--- src/rtl/upgrade_pkg.sv ---
// Functional notes
// - Input register bit 13 picks image zero (0) or image one (1) on reload.
// - Input register bit 12 set lets bit 13 replace the select pin.
// - Bit 13 does nothing unless bit 12 is one; pin decides otherwise.
// - Current-state word bits 33:30 show the present state-machine code.
// - Current-state word bit 29 shows watchdog enable, active high.
// - Current-state word bits 28:0 show the whole 29-bit watchdog limit.
// - Previous-state flags: bit31 reload pin, 30 CRC, 29 status pin, 28 watchdog.
// - Simultaneous sources: only the highest bit is recorded; pin beats internal request.
// - Previous-state bits 25:22 hold the state-machine code at the event.
// - Code 0010 loads image zero, 0100 loads image one.
// - Code 0011 loads image one after revert, 0101 image zero after revert.
// - State machine tracks configuration mode and enables the watchdog.
// - Watchdog counter is 29 bits, only the upper 12 programmable, grain 2^17.
// - Watchdog advances on its own oscillator tick, not the user clock.
// - Watchdog starts counting once the application enters user mode.
// - Watchdog expiry raises time-out, records status, loads the revert image, unless pin, CRC or status fire in the same cycle.
// - Loading an application returns the control registers to reset values.
// - Loader decrypts incoming data first, then decompresses it; the code has no decompress stage, only an output register.
// - Decryption waits for the I/O chain; only core data and postamble decrypted.
// - Shift and capture selects low: copy shift register into input register.
// - Shift select high: shift one place per edge, serial input on top.
// - Capture picks by bits 40:39: current, previous zero, previous one, input.
// - Internal reload request low starts reconfiguration when remote upgrade enabled.
package upgrade_pkg;

   localparam int SR_W = 41;
   localparam int IN_W = 39;
   localparam int CUR_W = 34;
   localparam int PREV_W = 32;
   localparam int WD_W = 29;
   localparam int WD_LIMIT_W = 12;
   localparam int WD_GRAIN = 17;

   localparam int IMG_SEL_BIT = 13;
   localparam int OVR_BIT = 12;
   localparam int SR_CAP_HI = 40;
   localparam int SR_CAP_LO = 39;

   localparam logic [1:0] CAP_CURRENT = 2'h0;
   localparam logic [1:0] CAP_PREV0 = 2'h1;
   localparam logic [1:0] CAP_PREV1 = 2'h2;
   localparam logic [1:0] CAP_INPUT = 2'h3;

   localparam logic [3:0] CODE_IDLE = 4'h0;
   localparam logic [3:0] CODE_LOAD0 = 4'h2;
   localparam logic [3:0] CODE_LOAD1_REV = 4'h3;
   localparam logic [3:0] CODE_LOAD1 = 4'h4;
   localparam logic [3:0] CODE_LOAD0_REV = 4'h5;

   localparam logic [IN_W-1:0] IN_RST = 39'h0;
   localparam logic [SR_W-1:0] SR_RST = 41'h0;
   localparam logic [PREV_W-1:0] PREV_RST = 32'h0;

   localparam int CLK_PERIOD_NS = 25;
   localparam int RESTART_MIN_NS = 250;
   localparam int RESTART_CYCLES = (RESTART_MIN_NS + CLK_PERIOD_NS - 1) / CLK_PERIOD_NS;
   localparam int WD_OSC_DIV = 4;

   typedef enum logic [1:0] {MSM_BOOT, MSM_LOAD, MSM_USER} msm_t;
   typedef enum logic [1:0] {PH_HEADER, PH_IO_CHAIN, PH_CORE, PH_POSTAMBLE} phase_t;

   typedef struct packed {
      logic [31:0] data;
      logic valid;
      phase_t phase;
   } cfg_word_t;

   typedef struct packed {
      logic [31:0] data;
      logic valid;
      logic decrypted;
   } stage_word_t;

   typedef struct packed {
      logic [WD_W-1:0] cnt;
      logic [3:0] low_cnt;
      logic expired;
   } wd_state_t;

endpackage

--- src/rtl/dual_image_upgrade_control.sv ---
`timescale 1ns/1ps
module dual_image_upgrade_control #(
   parameter int WD_LOW_BITS = upgrade_pkg::WD_GRAIN
) (
   input wire logic clk,
   input wire logic rst,
   input wire logic upgrade_if_clock,
   input wire logic shift_select,
   input wire logic capture_select,
   input wire logic serial_in,
   output logic serial_out,
   input wire logic internal_reload_req_n,
   input wire logic watchdog_restart_n,
   input wire logic remote_upgrade_en,
   input wire logic image_select_pin,
   input wire logic ext_reload_n,
   input wire logic crc_error,
   input wire logic status_n,
   input wire logic watchdog_enable_cfg,
   input wire logic [upgrade_pkg::WD_LIMIT_W-1:0] watchdog_limit_cfg,
   input wire logic encrypt_en,
   input wire upgrade_pkg::cfg_word_t cfg_in,
   input wire logic key_valid,
   input wire logic [31:0] key_stream,
   input wire logic load_done,
   output upgrade_pkg::stage_word_t core_out,
   output logic load_image,
   output logic loading,
   output logic in_user_mode,
   output logic watchdog_timeout
);

   ////////////////////////////////////////////////////////////////////////////
   // State record

   typedef struct packed {
      upgrade_pkg::msm_t msm;
      logic image;
      logic revert;
      logic [upgrade_pkg::SR_W-1:0] sr;
      logic [upgrade_pkg::IN_W-1:0] inreg;
      logic [upgrade_pkg::PREV_W-1:0] prev0;
      logic [upgrade_pkg::PREV_W-1:0] prev1;
      logic ifclk_q;
      logic [3:0] osc_cnt;
      logic osc_tick;
      logic io_seen;
      upgrade_pkg::stage_word_t dec;
      upgrade_pkg::stage_word_t out;
      logic timeout;
      logic loading;
      logic user;
   } ctrl_t;

   ctrl_t s_ff;
   ctrl_t nxt_s;

   ////////////////////////////////////////////////////////////////////////////
   // Helpers

   function automatic logic [3:0] msm_code(upgrade_pkg::msm_t m, logic img, logic rev);
      logic [3:0] c;
      c = upgrade_pkg::CODE_IDLE;
      if (m != upgrade_pkg::MSM_BOOT) begin
         if (img) begin
            c = rev ? upgrade_pkg::CODE_LOAD1_REV : upgrade_pkg::CODE_LOAD1;
         end else begin
            c = rev ? upgrade_pkg::CODE_LOAD0_REV : upgrade_pkg::CODE_LOAD0;
         end
      end
      return c;
   endfunction

   // Keeps only the highest raised source
   function automatic logic [3:0] top_source(logic [3:0] raw);
      logic [3:0] r;
      r = 4'h0;
      if (raw[3]) begin
         r = 4'h8;
      end else if (raw[2]) begin
         r = 4'h4;
      end else if (raw[1]) begin
         r = 4'h2;
      end else if (raw[0]) begin
         r = 4'h1;
      end
      return r;
   endfunction

   function automatic logic pick_image(logic [upgrade_pkg::IN_W-1:0] r, logic pin);
      logic img;
      img = pin;
      if (r[upgrade_pkg::OVR_BIT]) begin
         img = r[upgrade_pkg::IMG_SEL_BIT];
      end
      return img;
   endfunction

   ////////////////////////////////////////////////////////////////////////////
   // Watchdog

   logic wd_expired;
   logic wd_run;

   assign wd_run = (s_ff.msm == upgrade_pkg::MSM_USER) && watchdog_enable_cfg;

   user_watchdog #(
      .LOW_BITS(WD_LOW_BITS)
   ) u_watchdog (
      .clk(clk),
      .rst(rst),
      .run(wd_run),
      .tick(s_ff.osc_tick),
      .watchdog_restart_n(watchdog_restart_n),
      .limit(watchdog_limit_cfg),
      .expired(wd_expired)
   );

   ////////////////////////////////////////////////////////////////////////////
   // Status words

   logic [3:0] code_now;
   logic [upgrade_pkg::CUR_W-1:0] cur_word;
   logic [3:0] raw_src;
   logic [3:0] src;
   logic internal_req;
   logic reload;

   always_comb begin
      code_now = msm_code(s_ff.msm, s_ff.image, s_ff.revert);
      // Reported limit always uses the documented grain
      cur_word = {code_now, watchdog_enable_cfg, watchdog_limit_cfg, 17'h0};
      raw_src = {~ext_reload_n, crc_error, ~status_n, wd_expired};
      src = top_source(raw_src);
      internal_req = !internal_reload_req_n && remote_upgrade_en;
      reload = (s_ff.msm == upgrade_pkg::MSM_USER) && ((|raw_src) || internal_req);
   end

   ////////////////////////////////////////////////////////////////////////////
   // Next state

   logic if_rise;
   logic [upgrade_pkg::IN_W-1:0] cap_val;
   logic [upgrade_pkg::PREV_W-1:0] prev_word;
   logic dec_now;

   always_comb begin
      nxt_s = s_ff;
      nxt_s.timeout = 1'b0;
      nxt_s.ifclk_q = upgrade_if_clock;
      if_rise = upgrade_if_clock && !s_ff.ifclk_q;

      // Oscillator stand-in: one-cycle tick every WD_OSC_DIV clocks
      nxt_s.osc_tick = 1'b0;
      if (s_ff.osc_cnt == 4'(upgrade_pkg::WD_OSC_DIV - 1)) begin
         nxt_s.osc_cnt = 4'h0;
         nxt_s.osc_tick = 1'b1;
      end else begin
         nxt_s.osc_cnt = s_ff.osc_cnt + 4'h1;
      end

      // Serial access
      case ({s_ff.sr[upgrade_pkg::SR_CAP_HI], s_ff.sr[upgrade_pkg::SR_CAP_LO]})
         upgrade_pkg::CAP_CURRENT: cap_val = upgrade_pkg::IN_W'(cur_word);
         upgrade_pkg::CAP_PREV0: cap_val = upgrade_pkg::IN_W'(s_ff.prev0);
         upgrade_pkg::CAP_PREV1: cap_val = upgrade_pkg::IN_W'(s_ff.prev1);
         default: cap_val = s_ff.inreg;
      endcase
      if (if_rise) begin
         if (shift_select) begin
            nxt_s.sr = {serial_in, s_ff.sr[upgrade_pkg::SR_W-1:1]};
         end else if (capture_select) begin
            nxt_s.sr[upgrade_pkg::IN_W-1:0] = cap_val;
         end else begin
            nxt_s.inreg = s_ff.sr[upgrade_pkg::IN_W-1:0];
         end
      end

      // Source record: reserved fields forced to zero
      prev_word = {src, 2'h0, code_now, 22'h0};

      // Loader pipeline: decrypt stage feeds a plain output register stage
      dec_now = encrypt_en && s_ff.io_seen && key_valid
         && (cfg_in.phase == upgrade_pkg::PH_CORE || cfg_in.phase == upgrade_pkg::PH_POSTAMBLE);
      nxt_s.dec.valid = 1'b0;
      nxt_s.out = s_ff.dec;

      case (s_ff.msm)
         upgrade_pkg::MSM_BOOT: begin
            nxt_s.msm = upgrade_pkg::MSM_LOAD;
            nxt_s.image = pick_image(s_ff.inreg, image_select_pin);
            nxt_s.revert = 1'b0;
            nxt_s.io_seen = 1'b0;
         end
         upgrade_pkg::MSM_LOAD: begin
            if (cfg_in.valid) begin
               nxt_s.dec.valid = 1'b1;
               nxt_s.dec.decrypted = dec_now;
               nxt_s.dec.data = dec_now ? (cfg_in.data ^ key_stream) : cfg_in.data;
               if (cfg_in.phase == upgrade_pkg::PH_IO_CHAIN) begin
                  nxt_s.io_seen = 1'b1;
               end
            end
            if (load_done) begin
               nxt_s.msm = upgrade_pkg::MSM_USER;
               nxt_s.inreg = upgrade_pkg::IN_RST;
               nxt_s.sr = upgrade_pkg::SR_RST;
            end
         end
         upgrade_pkg::MSM_USER: begin
            if (reload) begin
               if (s_ff.image) begin
                  nxt_s.prev1 = prev_word;
               end else begin
                  nxt_s.prev0 = prev_word;
               end
               nxt_s.msm = upgrade_pkg::MSM_LOAD;
               nxt_s.io_seen = 1'b0;
               if (src == 4'h1) begin
                  nxt_s.timeout = 1'b1;
                  nxt_s.image = ~s_ff.image;
                  nxt_s.revert = 1'b1;
               end else begin
                  nxt_s.image = pick_image(s_ff.inreg, image_select_pin);
                  nxt_s.revert = 1'b0;
               end
            end
         end
         default: begin
            nxt_s.msm = upgrade_pkg::MSM_BOOT;
         end
      endcase

      // Decoded one cycle early so the mode outputs leave straight from flops
      nxt_s.loading = (nxt_s.msm == upgrade_pkg::MSM_LOAD);
      nxt_s.user = (nxt_s.msm == upgrade_pkg::MSM_USER);
   end

   ////////////////////////////////////////////////////////////////////////////
   // Registers

   always_ff @(posedge clk or posedge rst) begin
      if (rst) begin
         s_ff <= '{msm: upgrade_pkg::MSM_BOOT, image: 1'b0, revert: 1'b0,
                   sr: upgrade_pkg::SR_RST, inreg: upgrade_pkg::IN_RST,
                   prev0: upgrade_pkg::PREV_RST, prev1: upgrade_pkg::PREV_RST,
                   ifclk_q: 1'b0, osc_cnt: 4'h0, osc_tick: 1'b0, io_seen: 1'b0,
                   dec: '0, out: '0, timeout: 1'b0, loading: 1'b0, user: 1'b0};
      end else begin
         s_ff <= nxt_s;
      end
   end

   ////////////////////////////////////////////////////////////////////////////
   // Outputs straight from the state record

   assign serial_out = s_ff.sr[0];
   assign core_out = s_ff.out;
   assign load_image = s_ff.image;
   assign loading = s_ff.loading;
   assign in_user_mode = s_ff.user;
   assign watchdog_timeout = s_ff.timeout;

endmodule

--- src/rtl/user_watchdog.sv ---
`timescale 1ns/1ps
module user_watchdog #(
   parameter int LOW_BITS = upgrade_pkg::WD_GRAIN
) (
   input wire logic clk,
   input wire logic rst,
   input wire logic run,
   input wire logic tick,
   input wire logic watchdog_restart_n,
   input wire logic [upgrade_pkg::WD_LIMIT_W-1:0] limit,
   output logic expired
);

   localparam logic [3:0] RESTART_LAST = 4'(upgrade_pkg::RESTART_CYCLES - 1);

   upgrade_pkg::wd_state_t s_ff;
   upgrade_pkg::wd_state_t nxt_s;
   logic [upgrade_pkg::WD_W-1:0] target;
   logic restart;

   always_comb begin
      nxt_s = s_ff;
      nxt_s.expired = 1'b0;
      target = upgrade_pkg::WD_W'(limit) << LOW_BITS;
      // Short glitches on the restart line are not taken as a restart
      restart = !watchdog_restart_n && (s_ff.low_cnt == RESTART_LAST);
      if (watchdog_restart_n) begin
         nxt_s.low_cnt = 4'h0;
      end else if (s_ff.low_cnt != 4'(upgrade_pkg::RESTART_CYCLES)) begin
         nxt_s.low_cnt = s_ff.low_cnt + 4'h1;
      end
      if (!run || restart) begin
         nxt_s.cnt = '0;
      end else if (tick) begin
         if (s_ff.cnt + 29'h1 >= target) begin
            nxt_s.expired = 1'b1;
            nxt_s.cnt = '0;
         end else begin
            nxt_s.cnt = s_ff.cnt + 29'h1;
         end
      end
   end

   always_ff @(posedge clk or posedge rst) begin
      if (rst) begin
         s_ff <= '0;
      end else begin
         s_ff <= nxt_s;
      end
   end

   assign expired = s_ff.expired;

endmodule

--- config.mk ---
export PLATFORM = sky130hd
export DESIGN_NAME = dual_image_upgrade_control
export DESIGN_NICKNAME = d
export VERILOG_FILES = /design/src/rtl/upgrade_pkg.sv /design/src/rtl/dual_image_upgrade_control.sv /design/src/rtl/user_watchdog.sv
export SDC_FILE = /design/constraint.sdc
export NUM_CORES = 1
export LEC_CHECK = 0
export BUFFER_PORTS_ARGS = -buffer_cell sky130_fd_sc_hd__clkbuf_2
export CORE_ASPECT_RATIO = 1.1
export CORE_MARGIN = 3
export CORE_UTILIZATION = 60
export CTS_CLUSTER_DIAMETER = 60
export CTS_CLUSTER_SIZE = 14
export DETAILED_ROUTE_END_ITERATION = 12
export PLACE_DENSITY = 0.82
export SLEW_MARGIN = 5
export SYNTH_ARGS = -nofsm -noshare
export SYNTH_HDL_FRONTEND = slang
export SYNTH_SLANG_ARGS = --single-unit
--- constraint.sdc ---
create_clock -name clk -period 12.45 [get_ports clk]
set_input_delay 0.6225 -clock clk [delete_from_list [all_inputs] [get_ports clk]]
set_output_delay 0.6225 -clock clk [all_outputs]
set_load 0.01 [all_outputs]
* Word level (Yosys, flattened, before mapping) *
Cells that the tools add are included.

cells by class
  equality and inequality tests = 16
  add/sub/neg operators = 3
  multiplexer cells = 42
  order comparisons = 1
  bitwise logic cells = 4
  reduce and logical (&&, ||, !) cells = 28

operators with widths
  operator               count
  $mux 80                3
  $mux 39                4
  $pmux 39 s3            1
  $mux 29                3
  $mux 35                1
  $mux 32                1
  $xor 32x32->32         1
  $add 29x1->29 const B  1
  $ge 29x29->1           1
  $mux 4                 5
  $mux 3                 5
  $mux 1                 11
  $eq 2x2->1 const B     5
  $mux 2                 5
  $add 4x1->4 const B    2
  $eq 2x1->1 const B     4
  $logic_and 1x1->1      8
  $reduce_bool 2->1      4
  $ne 2x2->1 const B     3
  $pmux 2 s3             1
  $reduce_and 3->1       2
  $eq 4x1->1 const B     1
  $eq 4x2->1 const B     1
  $eq 4x4->1 const B     1
  other kinds (11)       20

storage, ports and cells
  output and inout bits = 39
  flip-flop bits (word level) = 212
  input port bits = 96
  logic and storage cells = 117

* Logic depth before layout (Yosys ltp) *
  depth in word-level cells = 9
  depth in mapped cells = 19

* Modules after synthesis *
From an unflattened synthesis, not the netlist that was laid out.

second synthesis, totals
  cells, all modules = 1021
  area, all modules = 10154.7 µm²

by module, submodules not included
  module                      instances  sequential area each (µm²)  cells an instance  area each (µm²)
  dual_image_upgrade_control  1          4404.2                      730                7648.6
  user_watchdog               1          850.8                       291                2506.2

* Least setup slack after synthesis *
OpenSTA, ideal clock, no wires.

  path kind = reg-to-reg
  start = reg u_watchdog.s_ff[5] in the netlist's numbering
  end = reg u_watchdog.s_ff[15] in the netlist's numbering
  arrival time = 3703 ps
  cell stages (with the launch flop) = 20
  setup slack = 8668 ps
  buffers on the path = 4
  setup time = 79 ps
  cells stage by stage = dfrtp_1 -> ha_1 -> buf_4 -> and4_1 -> buf_4 -> nand3_2 -> or2_4 -> or3_4 -> nor2_1 -> xor2_1 -> ha_1 -> a21o_1 -> a21o_1 -> a221o_1 -> nor2_1 -> and2_1 -> clkbuf_1 -> buf_2 -> a21oi_1 -> mux2i_1

on the way
  longest elaborated chain between the ends = 5

RTL lines
  what                    line                                      RTL
  from (decl)             user_watchdog.sv:16                       upgrade_pkg::wd_state_t s_ff;
  from (signal assigned)  user_watchdog.sv:48                       s_ff <= nxt_s;
  $add 29x1->29 *         user_watchdog.sv:35, user_watchdog.sv:39
  $ge 29x29->1            user_watchdog.sv:35                       if (s_ff.cnt + 29'h1 >= target) begin
  $mux 29 *               user_watchdog.sv:35
  $mux 29 *               user_watchdog.sv:34                       end else if (tick) begin
  $mux 29 *               user_watchdog.sv:32                       if (!run || restart) begin

Every way passes the cells marked *; elsewhere a longest branch is shown, timed or not. The select of a mux whose other input is x is not followed.
A chain may end at the register's enable or synchronous reset.

* Worst setup path in the final report *
  start = reg u_watchdog.s_ff[5] in the netlist's numbering
  end = reg u_watchdog.s_ff[10] in the netlist's numbering

Same word-level chain as after synthesis.

==> impl_metrics.toml <==
[floorplan]
core_um2 = 16000
fp.dieW_um = 129
die_h_um = 141
ios = 135
start_util_pct = 62.3
die_area_um2 = 18200
rows = 48

[critical_path]
cp.required_ps = 12870
cp_data_arrival_time_ps = 5100
worstSetupEndpointType = "flop"
crit_type = "flop to flop"
crit_path_start_kind = "flop"
cp_max_fo = 26
cp_cell_sequence = "ha_1 > and4_1 > nand3_2 > or2_4 > or3_4 > nor2_1 > xor2_1 > ha_1 > a21o_1 > a21o_1 > a221o_1 > nor2_1 > and2_1 > and3_1 > a211o_1"
slowest_stage = "and2_1"
critPathMaxStageDelay_ps = 800

[global_routing]
antenna_found_initial = 0
grt.total_usage_pct = 24.2
grt_pass1_vias = 7652
grt_pass1_wl_um = 36600
overflow = 0
grt_max_degree = 133

[logic_synthesis]
syn_area_um2 = 9950
synth-edff-count = 0
ys_seq_elements = 210
syn_area_per_cell_um2 = 9.58
yosys.cell_types.count = 61
async_reset_ff_share_pct = 100
ys.flop_type = "dfrtp_1"
yosysSeqAreaShare_pct = 52.8
synthCells = 1038
yosysWarningCount = 0
syn_nets = 1151

[sta]
fin_crit_ps = 4680
finalSetupTns_ps = 0
hold_viol_final = 0
skew_ps = 9.29
tightest_slew_ps = 1090
slew_headroom_pct = 27.4
grt_setup_unrepaired = "no"
final_max_slew_viol_count = 0
setup_viol = 0
worst_slack_ps = 7770
max_clock_freq_mhz = 214
timing.final.crit_share_pct = 37.6

[min_path]
hold_path.class = "primary input to flop"

[drt]
drtIter0Drc = 652
via_per_inst = 5.87
drc_errors = 0
wl_per_cell_um = 16.6
routed_wl_um = 21700
antenna_left = 0
drt-pass1-iter-count = 6
vias = 7639

[clocking]
cts.sinks = 210
cts_resized = 0
cts_hold_buffers = 0
cts-root-buf = "clkbuf_16"
clk_pin_slew_worst_paths_ps = 60
cts_buffers = 19
post_cts_buffers = 0
ctsHtreeMaxLevel = 1
clk_path_buf_depth = 3
cts_tree = "built"
clk_latency_ps = 490

[placed_design]
dp.cells = 1277
dpl.hpwl_um = 14500
pre_cts_slack_ps = 7860
port_buffers = 134
gp_congestion = 0.900

[cells_and_area]
syn_to_final_growth_pct = 9.79
finalNonFillerCells = 1301
drive_gt1_share_pct = 17.1
diodes = 0
final_core_util_pct = 68.4
fin_nets = 1211
fillers = 1226

[run_status]
status = "completed"

[power_and_ir_drop]
vdd_drop_max_uv = 114
p_per_area_nw_per_um2 = 162
p_leak_nw = 5.12

[run]
cap_violations = 0
[cell type report]
| type | instances | area, um^2 | share of cell area, % |
|---|---|---|---|
| tap | 200 | 250 | 2.29 |
| inverter | 23 | 93.8 | 0.859 |
| clock buffer | 21 | 493 | 4.51 |
| timing repair buffer | 140 | 716 | 6.55 |
| multi-input combinational | 704 | 4090 | 37.4 |
| sequential | 210 | 5260 | 48.1 |
| clock inverter | 3 | 25.0 | 0.229 |
[stage by stage]
step / total power [mW] / cell area, um^2 / hold slack (ps)
finish: 1.77 / 10900 / 269
global placement: 1.24 / 10400 / 337
global route: 1.87 / 10900 / 256
CTS: 1.79 / 10900 / 253
detailed placement: 1.26 / 10400 / 335
floorplan: 1.19 / 9950 / 331
[critical path, delay by kind of cell (launching register included)]
| kind | cells | cell delay [ps] |
|---|---|---|
| simple gates | 8 | 2550 |
| compound gates | 4 | 760 |
| fa+ha+maj | 2 | 630 |
| flops | 1 | 430 |
| xor+xnor | 1 | 210 |
[registers in the layout, indices dropped and copies added (netlist names)]
| signal | cells |
|---|---|
| nxt_s | 34 |
| loading | 1 |
| serial_out | 1 |
| core_out | 34 |
| s_ff | 103 |
| in_user_mode | 1 |
| watchdog_timeout | 1 |
| load_image | 1 |
| u_watchdog.expired | 1 |
| u_watchdog.s_ff | 33 |
[synth_stat cells, drive strengths merged, types with 4 or more instances]
library cell,count,area share (%)
nor2b,19,1.2
a221oi,9,0.79
a21o,6,0.45
o22ai,20,1.3
o21ai,70,3.5
a32o,9,0.91
ha,17,2.1
a222oi,17,1.7
or3,6,0.43
nor3,22,1.2
xor2,41,3.6
a31oi,7,0.44
mux2,8,0.91
clkbuf,51,1.9
nor2,58,2.2
o211ai,4,0.30
nand4,8,0.57
nand2b,4,0.25
and3,8,0.50
and4,7,0.62
mux2i,6,0.60
nand3,23,1.2
xnor2,12,1.1
inv,23,0.87
and2,9,0.57
dfrtp,210,53
nand2,215,8.1
or2,5,0.34
buf,50,3.4
a21oi,62,3.1
a211o,4,0.35
[cells in the final DEF, fill, tap and decap left out, types with 20 or more instances in the layout]
master / count
nand2_1: 214
dfrtp_1: 210
clkbuf_2: 134
o21ai_0: 69
a21oi_1: 62
nor2_1: 56
xor2_1: 41
nand3_1: 22
inv_1: 22
nor3_1: 20
o22ai_1: 20
[kinds of logic after synthesis]
family                     count (synthesis)  share of synthesized area [%]
AOI/OAI and AO/OA                        225                           14.3
xor gates and xnor gates                  53                           4.67
adders and majority gates                 17                           2.14
buffers and inverters                    124                           6.23
DFF                                      210                           52.8
muxes                                     16                           1.96
and+or+nand+nor                          393                           17.9
[power breakdown]
group | switching (mW) | internal [mW] | total [mW]
sequential | 0.0891 | 0.831 | 0.920
clock | 0.239 | 0.281 | 0.521
combinational | 0.204 | 0.123 | 0.327
total | 0.532 | 1.24 | 1.77
[layer usage]
layer / routed length [um] / part of all wire (%) / up-vias / global-route usage, %
met3: 1350 / 6.2 / 57 / 4.96
li1: - / - / 3662 / -
met4: 752 / 3.5 / 0 / 9.56
met1: 8810 / 41 / 3672 / 32.1
met5: 0 / 0 / - / 0
met2: 10700 / 50 / 248 / 39.2
[path summary, 6_finish.rpt]
check / slack (ps) / cells past startpoint / end / startpoint
worst max-delay path: 7770 / 15 / u_watchdog.s_ff[10] / u_watchdog.s_ff[5]
worst min-delay path: 270 / 1 / s_ff[77] / upgrade_if_clock
worst max register to register: 7770 / 15 / u_watchdog.s_ff[10] / u_watchdog.s_ff[5]
worst min register to register: 350 / 0 / core_out[1] / nxt_s[4]
max in group asynchronous: 10590 / 3 / s_ff[173] / rst
min in group asynchronous: 330 / 2 / u_watchdog.s_ff[18] / rst
Note: power is estimated with default switching activity, not from simulation.
